**config.mk**
```make
export PLATFORM = sky130hd
export DESIGN_NAME = hcp_cursor_ctrl
export DESIGN_NICKNAME = d
export VERILOG_FILES = /design/src/design/hcp_pkg.sv /design/src/design/hcp_cursor_ctrl.sv /design/src/design/hcp_pattern_addr.sv
export VERILOG_INCLUDE_DIRS = /design/src /design/src/design
export SDC_FILE = /design/constraint.sdc
export NUM_CORES = 1
export LEC_CHECK = 0
export BUFFER_PORTS_ARGS = -buffer_cell sky130_fd_sc_hd__buf_2
export CAP_MARGIN = 10
export CORE_UTILIZATION = 29
export CTS_CLUSTER_DIAMETER = 80
export DETAILED_ROUTE_END_ITERATION = 16
export SYNTH_ARGS = -nofsm -noshare
export SYNTH_HDL_FRONTEND = slang
export SYNTH_SLANG_ARGS = --single-unit
```
**constraint.sdc**
```tcl
create_clock -name clk_sys_i -period 3.9 [get_ports clk_sys_i]
set_input_delay 0.195 -clock clk_sys_i [delete_from_list [all_inputs] [get_ports clk_sys_i]]
set_output_delay 0.195 -clock clk_sys_i [all_outputs]
set_load 0.05 [all_outputs]
```
**src/design/hcp_cfg.svh**
```systemverilog
// Constants for the hardware cursor position and control block.
// Assumes byte-wide indexed register access through an index/data port pair.
`ifndef HCP_CFG_SVH
`define HCP_CFG_SVH

// ============================================================
// Port addresses
`define HCP_PORT_INDEX 16'h03D6
`define HCP_PORT_DATA 16'h03D7

// ============================================================
// Register indices
`define HCP_IDX_C1_BASE_LO 8'hA2
`define HCP_IDX_C1_BASE_HI 8'hA3
`define HCP_IDX_C1_XPOS_LO 8'hA4
`define HCP_IDX_C1_XPOS_HI 8'hA5
`define HCP_IDX_C1_YPOS_LO 8'hA6
`define HCP_IDX_C1_YPOS_HI 8'hA7
`define HCP_IDX_C2_CONTROL 8'hA8

// ============================================================
// Field positions and masks
`define HCP_BASE_HI_MASK 8'h3F
`define HCP_POS_HI_MASK 8'h87
`define HCP_CTL_BLINK 7
`define HCP_CTL_VSTRETCH 6
`define HCP_CTL_HSTRETCH 5
`define HCP_CTL_ORIGIN 4
`define HCP_CTL_VEXT 3

// ============================================================
// Reset values
`define HCP_RESET_BYTE 8'h00
`define HCP_RESET_INDEX 8'h00

// ============================================================
// Cursor storage area, bytes
`define HCP_STORE_BYTES 22'h00_1000

`endif

```
**src/design/hcp_pkg.sv**
```systemverilog
// Types for the hardware cursor position and control block.
// Assumes hcp_cfg.svh supplies the numeric constants.
package hcp_pkg;

  // Cursor 2 display mode
  typedef enum logic [2:0] {
    HCP_MODE_OFF,
    HCP_MODE_32_ANDXOR,
    HCP_MODE_128_2COLOR,
    HCP_MODE_128_1COLOR,
    HCP_MODE_64_3COLOR,
    HCP_MODE_64_ANDXOR,
    HCP_MODE_64_4COLOR,
    HCP_MODE_RSVD
  } hcp_mode_type;

  // Cursor 2 control fields
  typedef struct packed {
    logic blink;
    logic vstretch;
    logic hstretch;
    logic origin;
    logic vext;
    hcp_mode_type mode;
  } hcp_ctl_type;

  // Sign-magnitude position
  typedef struct packed {
    logic sign;
    logic [10:0] mag;
  } hcp_pos_type;

  // Register bus request
  typedef struct packed {
    logic wr;
    logic rd;
    logic [15:0] addr;
    logic [7:0] wdata;
  } hcp_req_type;

  // All block state
  typedef struct packed {
    logic [7:0] index;
    logic [7:0] base_lo;
    logic [5:0] base_hi;
    hcp_pos_type xpos;
    hcp_pos_type ypos;
    hcp_ctl_type ctl;
    logic [7:0] rdata;
    logic rvalid;
  } hcp_state_type;

  // Pattern address helper state
  typedef struct packed {
    logic [21:0] addr;
    logic [8:0] count;
  } hcp_pat_state_type;

endpackage : hcp_pkg

```
**src/design/hcp_cursor_ctrl.sv**
```systemverilog
// Hardware cursor position and control registers with indexed port access.
// Assumes a byte I/O bus presenting one-cycle read and write strobes.
`include "hcp_cfg.svh"
`timescale 1ns/1ps
`default_nettype none

module hcp_cursor_ctrl (
  // Clock and reset
  input wire logic clk_sys_i,
  input wire logic resetn_i,
  // I/O bus
  input wire hcp_pkg::hcp_req_type req_i,
  output logic [7:0] rdata_o,
  output logic rvalid_o,
  // Cursor 1 configuration
  output logic [21:0] c1_base_o,
  output logic [3:0] c1_pattern_o,
  output hcp_pkg::hcp_pos_type c1_xpos_o,
  output hcp_pkg::hcp_pos_type c1_ypos_o,
  output logic [21:0] c1_pattern_addr_o,
  output logic [8:0] c1_pattern_count_o,
  // Cursor 2 control
  output hcp_pkg::hcp_ctl_type c2_ctl_o,
  output logic c2_blink_o,
  output logic c2_vstretch_o,
  output logic c2_hstretch_o,
  output logic c2_origin_active_o,
  output logic c2_vext_o,
  output hcp_pkg::hcp_mode_type c2_mode_o
);

  hcp_pkg::hcp_state_type state_reg;
  hcp_pkg::hcp_state_type state_next;
  logic idx_wr;
  logic dat_wr;
  logic dat_rd;
  logic [7:0] sel_byte;

  // ==========================================================
  // Port decode
  assign idx_wr = req_i.wr && (req_i.addr == `HCP_PORT_INDEX);
  assign dat_wr = req_i.wr && (req_i.addr == `HCP_PORT_DATA);
  assign dat_rd = req_i.rd && (req_i.addr == `HCP_PORT_DATA);

  // ==========================================================
  // Read mux on current index
  always_comb begin
    case (state_reg.index)
      `HCP_IDX_C1_BASE_LO: sel_byte = state_reg.base_lo;
      `HCP_IDX_C1_BASE_HI: sel_byte = {2'b00, state_reg.base_hi};
      `HCP_IDX_C1_XPOS_LO: sel_byte = state_reg.xpos.mag[7:0];
      `HCP_IDX_C1_XPOS_HI:
        sel_byte = {state_reg.xpos.sign, 4'h0, state_reg.xpos.mag[10:8]};
      `HCP_IDX_C1_YPOS_LO: sel_byte = state_reg.ypos.mag[7:0];
      `HCP_IDX_C1_YPOS_HI:
        sel_byte = {state_reg.ypos.sign, 4'h0, state_reg.ypos.mag[10:8]};
      `HCP_IDX_C2_CONTROL: sel_byte = state_reg.ctl;
      default: sel_byte = 8'h00;
    endcase
  end

  // ==========================================================
  // Next state
  always_comb begin
    state_next = state_reg;
    state_next.rvalid = 1'b0;
    if (idx_wr) begin
      state_next.index = req_i.wdata;
    end
    if (dat_wr) begin
      case (state_reg.index)
        `HCP_IDX_C1_BASE_LO: state_next.base_lo = req_i.wdata;
        `HCP_IDX_C1_BASE_HI: state_next.base_hi = req_i.wdata[5:0];
        `HCP_IDX_C1_XPOS_LO: state_next.xpos.mag[7:0] = req_i.wdata;
        `HCP_IDX_C1_XPOS_HI: begin
          state_next.xpos.sign = req_i.wdata[7];
          state_next.xpos.mag[10:8] = req_i.wdata[2:0];
        end
        `HCP_IDX_C1_YPOS_LO: state_next.ypos.mag[7:0] = req_i.wdata;
        `HCP_IDX_C1_YPOS_HI: begin
          state_next.ypos.sign = req_i.wdata[7];
          state_next.ypos.mag[10:8] = req_i.wdata[2:0];
        end
        `HCP_IDX_C2_CONTROL:
          state_next.ctl = hcp_pkg::hcp_ctl_type'(req_i.wdata);
        default: state_next.index = state_reg.index;
      endcase
    end
    if (dat_rd) begin
      state_next.rdata = sel_byte;
      state_next.rvalid = 1'b1;
    end
  end

  always_ff @(posedge clk_sys_i) begin
    if (!resetn_i) begin
      state_reg <= '0;
    end else begin
      state_reg <= state_next;
    end
  end

  // ==========================================================
  // Outputs
  assign rdata_o = state_reg.rdata;
  assign rvalid_o = state_reg.rvalid;
  assign c1_base_o = {state_reg.base_hi, state_reg.base_lo[7:4], 12'h000};
  assign c1_pattern_o = state_reg.base_lo[3:0];
  assign c1_xpos_o = state_reg.xpos;
  assign c1_ypos_o = state_reg.ypos;
  assign c2_ctl_o = state_reg.ctl;
  assign c2_blink_o = state_reg.ctl.blink;
  assign c2_vstretch_o = state_reg.ctl.vstretch;
  assign c2_hstretch_o = state_reg.ctl.hstretch;
  assign c2_origin_active_o = state_reg.ctl.origin;
  assign c2_vext_o = state_reg.ctl.vext;
  assign c2_mode_o = state_reg.ctl.mode;

  // ==========================================================
  // Cursor 1 pattern address; mode comes from cursor 2 control here
  hcp_pattern_addr u_pat (
    .clk_sys_i(clk_sys_i),
    .resetn_i(resetn_i),
    .base_i(c1_base_o),
    .select_i(c1_pattern_o),
    .mode_i(state_reg.ctl.mode),
    .addr_o(c1_pattern_addr_o),
    .count_o(c1_pattern_count_o)
  );

  // ==========================================================
  // Checks: port access
  chk_index_write: assert property (
    @(posedge clk_sys_i) disable iff (!resetn_i)
    idx_wr |=> state_reg.index == $past(req_i.wdata))
    else $error("index not captured");
  chk_index_hold: assert property (
    @(posedge clk_sys_i) disable iff (!resetn_i)
    !idx_wr |=> $stable(state_reg.index))
    else $error("index changed without an index write");
  chk_read_latency: assert property (
    @(posedge clk_sys_i) disable iff (!resetn_i)
    dat_rd |=> rvalid_o && rdata_o == $past(sel_byte))
    else $error("read answer wrong");
  chk_rvalid_pulse: assert property (
    @(posedge clk_sys_i) disable iff (!resetn_i)
    !dat_rd |=> !rvalid_o)
    else $error("read answer without a read");
  chk_rdata_hold: assert property (
    @(posedge clk_sys_i) disable iff (!resetn_i)
    !dat_rd |=> $stable(rdata_o))
    else $error("read byte changed without a read");
  chk_unknown_read: assert property (
    @(posedge clk_sys_i) disable iff (!resetn_i)
    dat_rd && (state_reg.index < `HCP_IDX_C1_BASE_LO
    || state_reg.index > `HCP_IDX_C2_CONTROL) |=> rdata_o == 8'h00)
    else $error("unknown index read not zero");
  chk_unknown_write: assert property (
    @(posedge clk_sys_i) disable iff (!resetn_i)
    dat_wr && (state_reg.index < `HCP_IDX_C1_BASE_LO
    || state_reg.index > `HCP_IDX_C2_CONTROL)
    |=> $stable({c1_base_o, c1_xpos_o, c1_ypos_o, c2_ctl_o}))
    else $error("unknown index write changed a register");
  chk_other_port: assert property (
    @(posedge clk_sys_i) disable iff (!resetn_i)
    (req_i.wr || req_i.rd) && req_i.addr != `HCP_PORT_INDEX
    && req_i.addr != `HCP_PORT_DATA
    |=> $stable(state_reg.index) && !rvalid_o)
    else $error("foreign port access taken");

  // ==========================================================
  // Checks: base and pattern
  chk_base_low: assert property (
    @(posedge clk_sys_i) disable iff (!resetn_i)
    dat_wr && state_reg.index == `HCP_IDX_C1_BASE_LO
    |=> c1_base_o[15:12] == $past(req_i.wdata[7:4]))
    else $error("base low not applied");
  chk_base_high: assert property (
    @(posedge clk_sys_i) disable iff (!resetn_i)
    dat_wr && state_reg.index == `HCP_IDX_C1_BASE_HI
    |=> c1_base_o[21:16] == $past(req_i.wdata[5:0]))
    else $error("base high not applied");
  chk_base_rsvd: assert property (
    @(posedge clk_sys_i) disable iff (!resetn_i)
    dat_rd && state_reg.index == `HCP_IDX_C1_BASE_HI
    |=> rdata_o[7:6] == 2'b00)
    else $error("reserved bits nonzero");
  chk_pattern_sel: assert property (
    @(posedge clk_sys_i) disable iff (!resetn_i)
    dat_wr && state_reg.index == `HCP_IDX_C1_BASE_LO
    |=> c1_pattern_o == $past(req_i.wdata[3:0]))
    else $error("pattern select wrong");
  chk_base_hold: assert property (
    @(posedge clk_sys_i) disable iff (!resetn_i)
    !dat_wr |=> $stable(c1_base_o) && $stable(c1_pattern_o))
    else $error("base changed without a write");

  // ==========================================================
  // Checks: positions
  chk_xpos_low: assert property (
    @(posedge clk_sys_i) disable iff (!resetn_i)
    dat_wr && state_reg.index == `HCP_IDX_C1_XPOS_LO
    |=> c1_xpos_o.mag[7:0] == $past(req_i.wdata))
    else $error("x low wrong");
  chk_xpos_sign: assert property (
    @(posedge clk_sys_i) disable iff (!resetn_i)
    dat_wr && state_reg.index == `HCP_IDX_C1_XPOS_HI
    |=> c1_xpos_o.sign == $past(req_i.wdata[7])
    && c1_xpos_o.mag[10:8] == $past(req_i.wdata[2:0]))
    else $error("x high wrong");
  chk_xpos_rsvd: assert property (
    @(posedge clk_sys_i) disable iff (!resetn_i)
    dat_rd && state_reg.index == `HCP_IDX_C1_XPOS_HI
    |=> rdata_o[6:3] == 4'h0)
    else $error("x high reserved bits nonzero");
  chk_ypos_low: assert property (
    @(posedge clk_sys_i) disable iff (!resetn_i)
    dat_wr && state_reg.index == `HCP_IDX_C1_YPOS_LO
    |=> c1_ypos_o.mag[7:0] == $past(req_i.wdata))
    else $error("y low wrong");
  chk_ypos_high: assert property (
    @(posedge clk_sys_i) disable iff (!resetn_i)
    dat_wr && state_reg.index == `HCP_IDX_C1_YPOS_HI
    |=> c1_ypos_o.sign == $past(req_i.wdata[7])
    && c1_ypos_o.mag[10:8] == $past(req_i.wdata[2:0]))
    else $error("y high wrong");
  chk_ypos_rsvd: assert property (
    @(posedge clk_sys_i) disable iff (!resetn_i)
    dat_rd && state_reg.index == `HCP_IDX_C1_YPOS_HI
    |=> rdata_o[6:3] == 4'h0)
    else $error("y high reserved bits nonzero");
  chk_pos_hold: assert property (
    @(posedge clk_sys_i) disable iff (!resetn_i)
    !dat_wr |=> $stable(c1_xpos_o) && $stable(c1_ypos_o))
    else $error("position changed without a write");

  // ==========================================================
  // Checks: cursor 2 control
  chk_ctl_reset: assert property (
    @(posedge clk_sys_i)
    $rose(resetn_i) |-> c2_ctl_o == 8'h00 && !c2_blink_o && !c2_vext_o)
    else $error("control not cleared");
  chk_ctl_fields: assert property (
    @(posedge clk_sys_i) disable iff (!resetn_i)
    dat_wr && state_reg.index == `HCP_IDX_C2_CONTROL
    |=> c2_vstretch_o == $past(req_i.wdata[`HCP_CTL_VSTRETCH])
    && c2_hstretch_o == $past(req_i.wdata[`HCP_CTL_HSTRETCH])
    && c2_origin_active_o == $past(req_i.wdata[`HCP_CTL_ORIGIN])
    && c2_mode_o == $past(req_i.wdata[2:0]))
    else $error("control fields wrong");
  chk_ctl_blink_vext: assert property (
    @(posedge clk_sys_i) disable iff (!resetn_i)
    dat_wr && state_reg.index == `HCP_IDX_C2_CONTROL
    |=> c2_blink_o == $past(req_i.wdata[`HCP_CTL_BLINK])
    && c2_vext_o == $past(req_i.wdata[`HCP_CTL_VEXT]))
    else $error("blink or extension bit wrong");
  chk_ctl_readback: assert property (
    @(posedge clk_sys_i) disable iff (!resetn_i)
    dat_rd && state_reg.index == `HCP_IDX_C2_CONTROL
    |=> rdata_o == $past(c2_ctl_o))
    else $error("control read back wrong");
  chk_ctl_hold: assert property (
    @(posedge clk_sys_i) disable iff (!resetn_i)
    !dat_wr |=> $stable(c2_ctl_o))
    else $error("control changed without a write");

  // ==========================================================
  // Checks: pattern address and count, one cycle behind the mode
  chk_pat_addr: assert property (
    @(posedge clk_sys_i) disable iff (!resetn_i)
    c2_mode_o == hcp_pkg::HCP_MODE_32_ANDXOR
    |=> c1_pattern_addr_o
    == $past(c1_base_o) + {10'h000, $past(c1_pattern_o), 8'h00})
    else $error("pattern address wrong");
  chk_pat_addr_128: assert property (
    @(posedge clk_sys_i) disable iff (!resetn_i)
    (c2_mode_o == hcp_pkg::HCP_MODE_128_2COLOR
    || c2_mode_o == hcp_pkg::HCP_MODE_128_1COLOR)
    |=> c1_pattern_addr_o
    == $past(c1_base_o) + {7'h00, $past(c1_pattern_o), 11'h000})
    else $error("large pattern address wrong");
  chk_pat_addr_64: assert property (
    @(posedge clk_sys_i) disable iff (!resetn_i)
    (c2_mode_o == hcp_pkg::HCP_MODE_64_3COLOR
    || c2_mode_o == hcp_pkg::HCP_MODE_64_ANDXOR
    || c2_mode_o == hcp_pkg::HCP_MODE_64_4COLOR)
    |=> c1_pattern_addr_o
    == $past(c1_base_o) + {8'h00, $past(c1_pattern_o), 10'h000})
    else $error("medium pattern address wrong");
  chk_count_32: assert property (
    @(posedge clk_sys_i) disable iff (!resetn_i)
    c2_mode_o == hcp_pkg::HCP_MODE_32_ANDXOR
    |=> c1_pattern_count_o == 9'h010)
    else $error("count wrong for small cursor");
  chk_count_128: assert property (
    @(posedge clk_sys_i) disable iff (!resetn_i)
    (c2_mode_o == hcp_pkg::HCP_MODE_128_2COLOR
    || c2_mode_o == hcp_pkg::HCP_MODE_128_1COLOR)
    |=> c1_pattern_count_o == 9'h002)
    else $error("count wrong for large cursor");
  chk_count_64: assert property (
    @(posedge clk_sys_i) disable iff (!resetn_i)
    (c2_mode_o == hcp_pkg::HCP_MODE_64_3COLOR
    || c2_mode_o == hcp_pkg::HCP_MODE_64_ANDXOR
    || c2_mode_o == hcp_pkg::HCP_MODE_64_4COLOR)
    |=> c1_pattern_count_o == 9'h004)
    else $error("count wrong for medium cursor");
  chk_count_off: assert property (
    @(posedge clk_sys_i) disable iff (!resetn_i)
    (c2_mode_o == hcp_pkg::HCP_MODE_OFF
    || c2_mode_o == hcp_pkg::HCP_MODE_RSVD)
    |=> c1_pattern_count_o == 9'h000)
    else $error("count not zero with cursor off");

endmodule : hcp_cursor_ctrl

`default_nettype wire

```
**src/design/hcp_pattern_addr.sv**
```systemverilog
// Pattern start address from base, pattern select and mode.
// Assumes hcp_pkg and hcp_cfg.svh are compiled first.
`include "hcp_cfg.svh"
`timescale 1ns/1ps
`default_nettype none

module hcp_pattern_addr (
  // Clock and reset
  input wire logic clk_sys_i,
  input wire logic resetn_i,
  // Configuration
  input wire logic [21:0] base_i,
  input wire logic [3:0] select_i,
  input wire hcp_pkg::hcp_mode_type mode_i,
  // Result
  output logic [21:0] addr_o,
  output logic [8:0] count_o
);

  hcp_pkg::hcp_pat_state_type state_reg;
  hcp_pkg::hcp_pat_state_type state_next;
  logic [21:0] size;
  logic [21:0] offset;

  // ==========================================================
  // Pattern size per mode
  always_comb begin
    case (mode_i)
      hcp_pkg::HCP_MODE_32_ANDXOR: size = 22'h00_0100;
      hcp_pkg::HCP_MODE_128_2COLOR: size = 22'h00_0800;
      hcp_pkg::HCP_MODE_128_1COLOR: size = 22'h00_0800;
      hcp_pkg::HCP_MODE_64_3COLOR: size = 22'h00_0400;
      hcp_pkg::HCP_MODE_64_ANDXOR: size = 22'h00_0400;
      hcp_pkg::HCP_MODE_64_4COLOR: size = 22'h00_0400;
      default: size = 22'h00_0000;
    endcase
  end

  // ==========================================================
  // Address and usable pattern count
  always_comb begin
    offset = size * {18'h0_0000, select_i};
    state_next = state_reg;
    state_next.addr = base_i + offset;
    if (size == 22'h00_0000) begin
      state_next.count = 9'h000;
    end else begin
      state_next.count = 9'((`HCP_STORE_BYTES / size));
    end
  end

  always_ff @(posedge clk_sys_i) begin
    if (!resetn_i) begin
      state_reg <= '0;
    end else begin
      state_reg <= state_next;
    end
  end

  assign addr_o = state_reg.addr;
  assign count_o = state_reg.count;

  chk_count_bound: assert property (
    @(posedge clk_sys_i) disable iff (!resetn_i)
    count_o <= 9'h010)
    else $error("pattern count too large");

endmodule : hcp_pattern_addr

`default_nettype wire

```
Word-level counts from Yosys, hierarchy flattened
Index checks and enable logic that the tools add are counted. W data, S select, Z words.

Equality and inequality tests: 16. Add/sub/neg operators: 1. Reduce and logical (&&, ||, !) cells: 15. Multipliers: 1. Multiplexer cells: 13. Divide/modulo/power cells: 1. Bitwise logic cells: 1.

Operators with widths (number): $eq A8 B8 Y1 const B (7); $pmux W8 S7 (1); $mux W54 (1); $mux W8 (6); $pmux W12 S3 (1); $eq A16 B10 Y1 const B (2); $add A22 B22 Y22 (1); $div A13 B22 Y22 const A (1); $logic_not A22 Y1 (1); $mul A12 B4 Y16 (1); $reduce_and A2 Y1 (7); $eq A3 B3 Y1 const B (3); $mux W4 (2); $reduce_or A7 Y1 (1); $eq A3 B2 Y1 const B (2); $mux W6 (1); $reduce_or A2 Y1 (2); $eq A3 B1 Y1 const B (1); $logic_and A1 B1 Y1 (3); $reduce_or A3 Y1 (1); $ne A2 B2 Y1 const B (1); $mux W1 (1); $not A1 Y1 (1).

Flip-flop bits (word level): 94. Bits of input ports: 28. Logic and storage cells: 67. Output and inout bits: 106.

Logic depth before layout (Yosys ltp)
Gate-level depths: netlist of run 1.

Word-level depth: 5. Depth in mapped cells: 18. Depth with buffers taken out: 17.

Hierarchy
A second synthesis of run 1 with hierarchy kept.

Cells, all modules: 581. Area total of the unflattened synthesis: 5358.9 um2.

Modules (own cells, without submodules): hcp_cursor_ctrl (sequential area each 1261.2 um2, instances 1, area each 3532.1 um2, cells each 381); hcp_pattern_addr (sequential area each 620.6 um2, instances 1, area each 1826.8 um2, cells each 200).

Least setup slack after synthesis of run 1
OpenSTA, ideal clock, no wires.

Kind: flip-flop to flip-flop. Start point: register state_reg, in the netlist c2_mode_o[2]. End point: register u_pat.state_reg, in the netlist u_pat.addr_o[20]. Data required time: 3.780 ns. Library setup time: 0.120 ns. Path slack: 0.214 ns. Path buffers: 1. Cell stages (with the launch flop): 18. Period minus slack after synthesis: 3.686 ns. Arrival: 3.566 ns. Cell sequence: dfxtp_1 clkbuf_1 inv_1 a21oi_1 and2_1 ha_1 ha_1 ha_1 inv_1 fa_1 inv_1 ha_1 fa_1 a21o_1 a21oi_1 nor3b_1 xnor2_1 nor2_1.

Longest elaborated chain between the ends: 5. Elaborated cells on any way between the ends: 11. Classes of those cells: add/sub (1); mul (1); eq/ne (6); mux (1); reduce/logical (2).

Ends and longest elaborated chain: from (decl) (RTL line hcp_cursor_ctrl.sv:32) `hcp_pkg::hcp_state_type state_reg;`; from (signal assigned) (RTL line hcp_cursor_ctrl.sv:99) `state_reg <= state_next;`; $eq A3 B3 Y1 / $eq A3 B2 Y1 (equally long branches) (RTL line hcp_pattern_addr.sv:28) `case (mode_i)`; $reduce_or A3 Y1 (no line) / $reduce_or A2 Y1 (equally long branches); $pmux W12 S3 (*) (RTL line hcp_pattern_addr.sv:28); $mul A12 B4 Y16 (*) (RTL line hcp_pattern_addr.sv:42) `offset = size * {18'h0_0000, select_i};`; $add A22 B22 Y22 (*) (RTL line hcp_pattern_addr.sv:44) `state_next.addr = base_i + offset;`; to (signal assigned) (RTL line hcp_pattern_addr.sv:56) `state_reg <= state_next;`; to (decl) (RTL line hcp_pattern_addr.sv:20) `hcp_pkg::hcp_pat_state_type state_reg;`.

Every way passes the cells marked *; elsewhere a longest branch is shown, timed or not. A chain may end at the register's enable or synchronous reset.

Final worst setup path of run 1
Start point: register state_reg, in the netlist c2_mode_o[2]. End point: register u_pat.state_reg, in the netlist u_pat.addr_o[17].

Same word-level chain as after synthesis.

==> flow_summary.ini, run 1 <==
[sta]
slew-limit-headroom_pct = 35.55
finalCritPeriodShare_pct = 92.15
setup-tns-final_ns = 0
fin_skew_ns = 0.009123
tightest_slew_ns = 0.9655
rsz0062_at_grt = no
hold_violations = 0
finalSetupViolCount = 0
fin_crit_ns = 3.594
finalMaxSlewViolations = 0
fmax_mhz = 278.3
fin_ws_ns = 0.3061

[setup_path]
cp-start-kind = flip-flop
crit_fanout = 6
crit_required_ns = 4.16
crit_arrival_ns = 3.85
critPathKind = reg -> reg
critPathCaptureType = flip-flop

[power_and_ir_drop]
power_density_nw_per_um2 = 346.6
cellLeakagePower_uw = 0.002349
ir_worst_vdd_mv = 0.2041

[yosys]
synth_edf_count = 0
ys_warn_count = 0
ys_types = 59
synth_cells = 502
yosysSeqAreaShare_pct = 37.54
synth_seq_cells = 86
synth.avg_cell_area_um2 = 9.135
synthArstFlopShare_pct = 0
synth_ff_type = dfxtp_1
netlist_area_um2 = 4586

[grt]
grt_pass1_wl_mm = 18.49
grt_usage_pct = 14.98
grt_max_degree = 42
grt_antenna_before_repair = 0
grt_overflow = 0
grt_pass1_vias = 3372

[layout]
fin_nets = 599
area_growth_syn_to_layout_pct = 10.94
multi_input_area_um2 = 2177
drive_above_1_share_pct = 26.80
final_cells = 767
fillers = 1640
n_antenna_cell = 0
largest_reg_flops = 14
seqCellArea_um2 = 1723

[placed_design]
gp_congestion = 0.8671
detailedPlace.worstSlack_ns = 0.2237
portBuffers = 113
dpl.cell_count = 751
hpwl_mm = 9.321

[status]
status = finished, final reports clean

[clock_tree]
ctsLongestPathBuffers = 2
clk_latency_ns = 0.35
cts.sinks = 86
clk_pin_slew_worst_paths_ns = 0.06
cts_tree = done
cts_made_buffers = 9
ctsRootBufferMaster = clkbuf_16
cts.htree.levels = 3

[die]
core_um2 = 15310
num_rows = 45
die_h_um = 127.8
dieArea_um2 = 16320
initial_core_util_pct = 29.94
ioPinCount = 134
die_w_um = 127.8

[drt]
top_layer = met4
vias_per_cell = 4.600
met1_length_mm = 5.070
routed-wl-met2_mm = 5.849
drc = 0
vias = 3528
wl_met3_um = 947
ant_nets = 0
post_drt_wl_per_cell_um = 15.76
dr.pass1.iters = 4
drt_iter0_markers = 205
finalWirelength_mm = 12.09

[hold_path]
min_path_type = in -> reg

[run]
maxCapViolCount = 0
## cell usage after synthesis, drive strengths merged, types with 2 or more instances
| cell type | number | area share [%] |
|---|---|---|
| a21o | 5 | 0.82 |
| a22oi | 2 | 0.33 |
| nor2b | 6 | 0.82 |
| nand4 | 4 | 1.0 |
| mux2 | 2 | 0.49 |
| o22ai | 2 | 0.27 |
| nor4bb | 2 | 0.44 |
| ha | 18 | 4.9 |
| buf | 87 | 15 |
| nand2 | 51 | 4.2 |
| xnor2 | 7 | 1.3 |
| and4 | 2 | 0.41 |
| nand2b | 3 | 0.41 |
| nand3 | 28 | 3.2 |
| and2 | 17 | 2.3 |
| nor2 | 15 | 1.4 |
| o2bb2ai | 2 | 0.38 |
| o21ai | 34 | 3.7 |
| mux2i | 39 | 8.5 |
| and3 | 8 | 1.2 |
| or3 | 2 | 0.27 |
| a22o | 2 | 0.38 |
| o31ai | 2 | 0.44 |
| a221oi | 3 | 0.57 |
| fa | 2 | 0.87 |
| nor3 | 9 | 1.2 |
| nor4 | 3 | 0.74 |
| a21oi | 18 | 2.0 |
| clkbuf | 13 | 1.1 |
| dfxtp | 86 | 38 |
| inv | 14 | 1.1 |
## placed cells by master, fill, tap and decap left out, types with 3 or more instances in the layout
| master | netlist | layout |
|---|---|---|
| and3_1 | 7 | 7 |
| nor2_1 | 14 | 14 |
| clkbuf_16 | 0 | 9 |
| nand2_1 | 51 | 51 |
| nand3_1 | 27 | 27 |
| inv_1 | 14 | 14 |
| o21ai_1 | 4 | 4 |
| buf_2 | 3 | 113 |
| xnor2_1 | 7 | 7 |
| a21o_1 | 5 | 5 |
| conb_1 | 1 | 21 |
| nor2b_1 | 6 | 6 |
| mux2i_1 | 39 | 39 |
| nor3_1 | 8 | 7 |
| a21oi_1 | 18 | 17 |
| buf_4 | 78 | 5 |
| nand2b_1 | 3 | 3 |
| dfxtp_1 | 86 | 85 |
| and2_1 | 17 | 17 |
| a221oi_1 | 3 | 3 |
| o21ai_0 | 30 | 30 |
| ha_1 | 18 | 18 |
## power by group
| part | leakage, uW | switching (uW) | internal, uW | total, uW |
|---|---|---|---|---|
| Sequential | 0.000693 | 0.00180 | 878 | 878 |
| Clock | 0.000130 | 363 | 433 | 796 |
| Combinational | 0.00153 | 75.8 | 13.9 | 89.7 |
## path summary, 6_finish.rpt
path / from / end / slack [ns] / cells after the start
min: req_i[24] / rvalid_o / 0.22 / 2
max reg2reg: c2_mode_o[2] / u_pat.addr_o[17] / 0.31 / 15
min reg2reg: rdata_o[5] / rdata_o[5] / 0.45 / 2
max: c2_mode_o[2] / u_pat.addr_o[17] / 0.31 / 15
## final cells by class
cell class	count	area share, %
clock buffers	11	4.575
clock inverters	5	0.6886
inverters	14	1.033
multi-input cells	322	42.79
flip-flops and latches	86	33.87
well taps	211	5.189
repair buffers	118	11.85
## per-layer routing
layer	global-route usage, %	vias up
met5	0	-
met4	5.190	0
met3	5.134	18
met2	25.29	123
met1	17.64	1645
li1	-	1742
## cell families after synthesis
kind of cell | Yosys count | share of synthesized area (%)
simple gates | 155 | 18.77
fa+ha+maj | 20 | 5.785
mux | 42 | 9.495
buf+inv | 114 | 16.81
compound gates | 77 | 10.18
other cells | 1 | 0.08178
xor+xnor | 7 | 1.337
flops | 86 | 37.54
## through the flow
| stage | util [%] | area (um2) | hold WS [ns] | power (uW) |
|---|---|---|---|---|
| 6_report | 33.22 | 5087 | 0.2219 | 1764 |
| 5_1_grt | 33.22 | 5087 | 0.2342 | 1827 |
| 4_1_cts | 33.15 | 5077 | 0.2094 | 1789 |
| 3_5_place_dp | 31.41 | 4810 | 0.4419 | 987.7 |
| 3_3_place_gp | 31.41 | 4810 | 0.4369 | 986.2 |
| 2_1_floorplan | - | 4661 | 0.4144 | 977.4 |
## repair_timing
item                       CTS  global route
setup buffers                0             0
gates resized for setup      0             3
setup endpoints to repair    0             5
hold buffers                 0             0
hold endpoints to repair     0             0
## worst max-delay path, cell delays in order (launching register included)
cell      delay (ns)
dfxtp_1         0.38
inv_1           0.11
a21oi_1         0.19
and2_1          0.16
ha_1            0.23
ha_1            0.28
ha_1            0.17
inv_1           0.06
fa_1            0.41
xnor2_1         0.31
ha_1            0.29
a21o_1          0.15
a21o_1          0.19
a21oi_1         0.33
o211ai_1        0.16
o31ai_1         0.10
Power figures use the tool's default switching activity.
==> inputs of run 2 (changes only) <==
- CTS_BUF_LIST: not set -> sky130_fd_sc_hd__clkbuf_4 sky130_fd_sc_hd__clkbuf_8
==> flow_summary.ini, run 2 (synthesis gave the netlist of run 1 again) <==
[status]
status = finished, final reports clean

[clock_tree]
clk_pin_slew_worst_paths_ns = 0.09
clk_latency_ns = 0.38
ctsRootBufferMaster = clkbuf_8
cts.sinks = 86
cts_tree = done
cts_made_buffers = 9
cts_setup_buffers = 0
cts_resized = 0
cts.htree.levels = 3
postCtsHoldBufs = 0
ctsLongestPathBuffers = 2

[sta]
hold_violations = 0
fin_crit_ns = 3.527
finalMaxSlewViolations = 0
finalCritPeriodShare_pct = 90.44
tightest_slew_ns = 0.9556
rsz0062_at_grt = no
fin_skew_ns = 0.01277
setup-tns-final_ns = 0
slew-limit-headroom_pct = 36.21
fmax_mhz = 283.5
finalSetupViolCount = 0

[grt]
grt_antenna_before_repair = 0
grt_pass1_vias = 3367
grt_pass1_wl_mm = 18.37
grt_overflow = 0
grt_max_degree = 42
grt_usage_pct = 14.94

[drt]
dr.pass1.iters = 4
drt_iter0_markers = 279
ant_nets = 0
finalWirelength_mm = 12.05
vias_per_cell = 4.563
drc = 0
post_drt_wl_per_cell_um = 15.70
vias = 3500

[die]
ioPinCount = 134
num_rows = 45
die_h_um = 127.8
initial_core_util_pct = 29.94
die_w_um = 127.8
dieArea_um2 = 16320
core_um2 = 15310

[power_and_ir_drop]
cellLeakagePower_uw = 0.002311
power_density_nw_per_um2 = 310.3
finalPower_uw = 1551
ir_worst_vdd_mv = 0.1522

[layout]
area_growth_syn_to_layout_pct = 8.977
n_antenna_cell = 0
seqCellArea_um2 = 1723
layout.cells.most_common_list = buf_2 (113), dfxtp_1 (85), nand2_1 (51)
drive_above_1_share_pct = 27.34
fin_nets = 599
largest_reg_flops = 14
fillers = 1653
multi_input_area_um2 = 2181
final_common_cell = buf_2

[setup_path]
rr_worst_depth = 16
r2r_start = c2_mode_o[2]
critPathCaptureType = flip-flop
cp-start-kind = flip-flop
crit_arrival_ns = 3.79
crit_required_ns = 4.16
crit_fanout = 4
reg2reg_to = u_pat.addr_o[20]
r2r_slack_ns = 0.37
critPathKind = reg -> reg

[hold_path]
whs_endpoint = rvalid_o
holdPathStages = 2
hold_path.startpoint = req_i[24]
min_path_type = in -> reg

[placed_design]
hpwl_mm = 9.321
gp_congestion = 0.8671
portBuffers = 113

[run]
maxCapViolCount = 0
-- run 2: cell count changes in the layout (fill, tap and decap cells not counted) --
cell | before | now
a21oi_2 | 1 | 2
a21oi_1 | 17 | 16
clkbuf_8 | 0 | 9
clkbuf_16 | 9 | 0
clkbuf_4 | 0 | 2
clkbuf_1 | 2 | 0
-- run 2: worst max-delay path by stage --
| stage | from | endpoint | slack [ns] | cells after the start |
|---|---|---|---|---|
| 2_1_floorplan | c2_mode_o[2] | u_pat.addr_o[20] | 0.21 | 17 |
| 3_3_place_gp | c2_mode_o[1] | u_pat.addr_o[20] | 0.35 | 15 |
| 3_5_place_dp | c2_mode_o[1] | u_pat.addr_o[20] | 0.22 | 15 |
| 4_1_cts | c2_mode_o[1] | u_pat.addr_o[20] | 0.21 | 15 |
| 5_1_grt | c2_mode_o[2] | u_pat.addr_o[20] | 0.1 | 16 |
| 6_report | c2_mode_o[2] | u_pat.addr_o[20] | 0.37 | 16 |
-- run 2: final cells by class --
class,instances,share of cell area (%)
clock buffer,11,2.779
tap,211,5.283
multi-input combinational,322,43.64
clock inverter,5,0.7011
inverter,14,1.052
timing repair buffer,118,12.07
sequential,86,34.48
-- run 2: worst max-delay path, stage by stage, from the launching register on --
cell and delay, ns:
dfxtp_1 0.39, inv_1 0.11, a21oi_1 0.20, and2_1 0.16, ha_1 0.23, ha_1 0.28, ha_1 0.17, inv_1 0.06
fa_1 0.48, inv_1 0.04, ha_1 0.20, fa_1 0.41, a21o_1 0.21, a21oi_2 0.20, nor3b_1 0.09, xnor2_1 0.14
nor2_1 0.06
-- run 2: stage by stage --
stage                     setup slack, ns  instances  util [%]  cell area [um2]  hold WS, ns
final                              0.3726        767     32.63             4997       0.1883
after CTS                          0.2091        767     32.54             4984       0.1693
after global placement             0.3475        751     31.41             4810       0.4369
after floorplan                    0.2140        522         -             4661       0.4144
after global routing              0.09961        767     32.63             4997       0.1922
after detailed placement           0.2237        751     31.41             4810       0.4419
-- run 2: metal layers --
metal | vias to the layer above | global-route usage [%] | part of all wire, %
li1 | 1735 | - | -
met1 | 1626 | 17.43 | 42
met2 | 118 | 25.16 | 48
met3 | 21 | 5.134 | 7.4
met4 | 0 | 5.744 | 2.4
met5 | - | 0 | 0
-- run 2: power breakdown --
group / internal, uW / switching, uW / leakage [uW] / total, uW
combinational: 13.9 / 75.7 / 0.00153 / 89.7
clock: 247 / 337 / 0.0000905 / 584
sequential: 877 / 0.00175 / 0.000693 / 877
==> inputs of run 3 (changes only) <==
- CTS_BUF_LIST: sky130_fd_sc_hd__clkbuf_4 sky130_fd_sc_hd__clkbuf_8 -> sky130_fd_sc_hd__clkbuf_16
==> flow_summary.ini, run 3 (synthesis gave the netlist of run 1 again) <==
[clock_tree]
cts_made_buffers = 9
cts_resized = 0
ctsRootBufferMaster = clkbuf_16
cts.htree.levels = 3
ctsLongestPathBuffers = 2
cts.sinks = 86
cts_tree = done
clk_pin_slew_worst_paths_ns = 0.06
postCtsHoldBufs = 0
clk_latency_ns = 0.35
cts_setup_buffers = 0

[sta]
fmax_mhz = 278.2
setup-tns-final_ns = 0
tightest_slew_ns = 0.9385
holdWs_ns = 0.2194
fin_crit_ns = 3.594
fin_skew_ns = 0.008191
fin_ws_ns = 0.3055
hold_violations = 0
rsz0062_at_grt = no
slew-limit-headroom_pct = 37.35
finalMaxSlewViolations = 0
finalSetupViolCount = 0
finalCritPeriodShare_pct = 92.17

[setup_path]
reg2reg_to = u_pat.addr_o[17]
crit_fanout = 6
cp-start-kind = flip-flop
r2r_slack_ns = 0.31
rr_worst_depth = 15
crit_arrival_ns = 3.85
r2r_start = c2_mode_o[2]
critPathCaptureType = flip-flop
crit_required_ns = 4.16
critPathKind = reg -> reg

[power_and_ir_drop]
switching_share_pct = 25.04
ir_worst_vdd_mv = 0.2061
combPwrFrac_pct = 5.1
power_density_nw_per_um2 = 346.1
cellLeakagePower_uw = 0.002358
power_frac_seq_pct = 49.9
p_switching_uw = 440.9
p_clk_share_pct = 45.0
internal_power_uw = 1320

[grt]
grt_overflow = 0
grt_max_degree = 42
grt_pass1_vias = 3372
grt_pass1_wl_mm = 18.49
grt_usage_pct = 14.98
grt_antenna_before_repair = 0

[drt]
routed-wl-met2_mm = 5.862
drc = 0
ant_nets = 0
wl_met3_um = 843
dr.pass1.iters = 4
met1_length_mm = 5.133
top_layer = met4
vias_per_cell = 4.585
drt_iter0_markers = 204
finalWirelength_mm = 12.08
post_drt_wl_per_cell_um = 15.75
vias = 3517

[layout]
fin_nets = 599
n_antenna_cell = 0
largest_reg_flops = 14
area_growth_syn_to_layout_pct = 10.94
drive_above_1_share_pct = 26.80
layout.cells.most_common_list = buf_2 (113), dfxtp_1 (85), nand2_1 (51)
final_common_cell = buf_2

[die]
core_um2 = 15310
ioPinCount = 134
dieArea_um2 = 16320
die_h_um = 127.8
initial_core_util_pct = 29.94
die_w_um = 127.8
num_rows = 45

[hold_path]
hold_path.startpoint = req_i[24]
holdPathStages = 2
whs_endpoint = rvalid_o
min_path_type = in -> reg

[placed_design]
portBuffers = 113
detailedPlace.worstSlack_ns = 0.2237
gp_congestion = 0.8671
hpwl_mm = 9.321

[status]
status = finished, final reports clean

[run]
maxCapViolCount = 0
run 3: cell count changes in the layout (fill, tap and decap cells not counted), sizes merged:
cell    before  now
inv         15   17
clkbuf      11    9
run 3: final cells by class:
type,count,area [um2]
fillers,1640,10230
multi-input cells,322,2177
flip-flops and latches,86,1723
repair buffers,118,603.1
well taps,211,264.0
clock buffers,9,225.2
inverters,14,52.55
clock inverters,7,42.54
run 3: power groups by stage:
stage | combinational [uW] | clock (uW) | sequential (uW)
floorplan | 79.5 | 0 | 898
global placement | 88.3 | 0 | 898
detailed placement | 89.9 | 0 | 898
CTS | 89.9 | 817 | 878
global route | 95.4 | 849 | 877
finish | 89.6 | 793 | 878
run 3: worst max-delay path, stage by stage, from the launching register on:
cell and delay (ns):
dfxtp_1 0.38, inv_1 0.10, a21oi_1 0.19, and2_1 0.16, ha_1 0.22, ha_1 0.28, ha_1 0.17, inv_1 0.06
fa_1 0.41, xnor2_1 0.31, ha_1 0.29, a21o_1 0.15, a21o_1 0.19, a21oi_1 0.33, o211ai_1 0.16, o31ai_1 0.10
run 3: routing by layer:
layer,track usage (%),vias up
met3,5.134,20
met4,5.190,0
li1,-,1743
met1,17.64,1632
met5,0,-
met2,25.29,122
run 3: worst max path at each step:
stage	depth (start not counted)	end	start	slack, ns
6_report	15	u_pat.addr_o[17]	c2_mode_o[2]	0.31
5_1_grt	15	u_pat.addr_o[17]	c2_mode_o[2]	0.002
4_1_cts	15	u_pat.addr_o[20]	c2_mode_o[1]	0.21
3_5_place_dp	15	u_pat.addr_o[20]	c2_mode_o[1]	0.22
3_3_place_gp	15	u_pat.addr_o[20]	c2_mode_o[1]	0.35
2_1_floorplan	17	u_pat.addr_o[20]	c2_mode_o[2]	0.21
run 3: metrics by stage:
stage	power, uW	instance area [um2]	utilization (%)	std cells
6_report	1761	5087	33.22	767
5_1_grt	1822	5087	33.22	767
4_1_cts	1784	5077	33.15	767
3_5_place_dp	987.7	4810	31.41	751
3_3_place_gp	986.2	4810	31.41	751
2_1_floorplan	977.4	4661	-	522
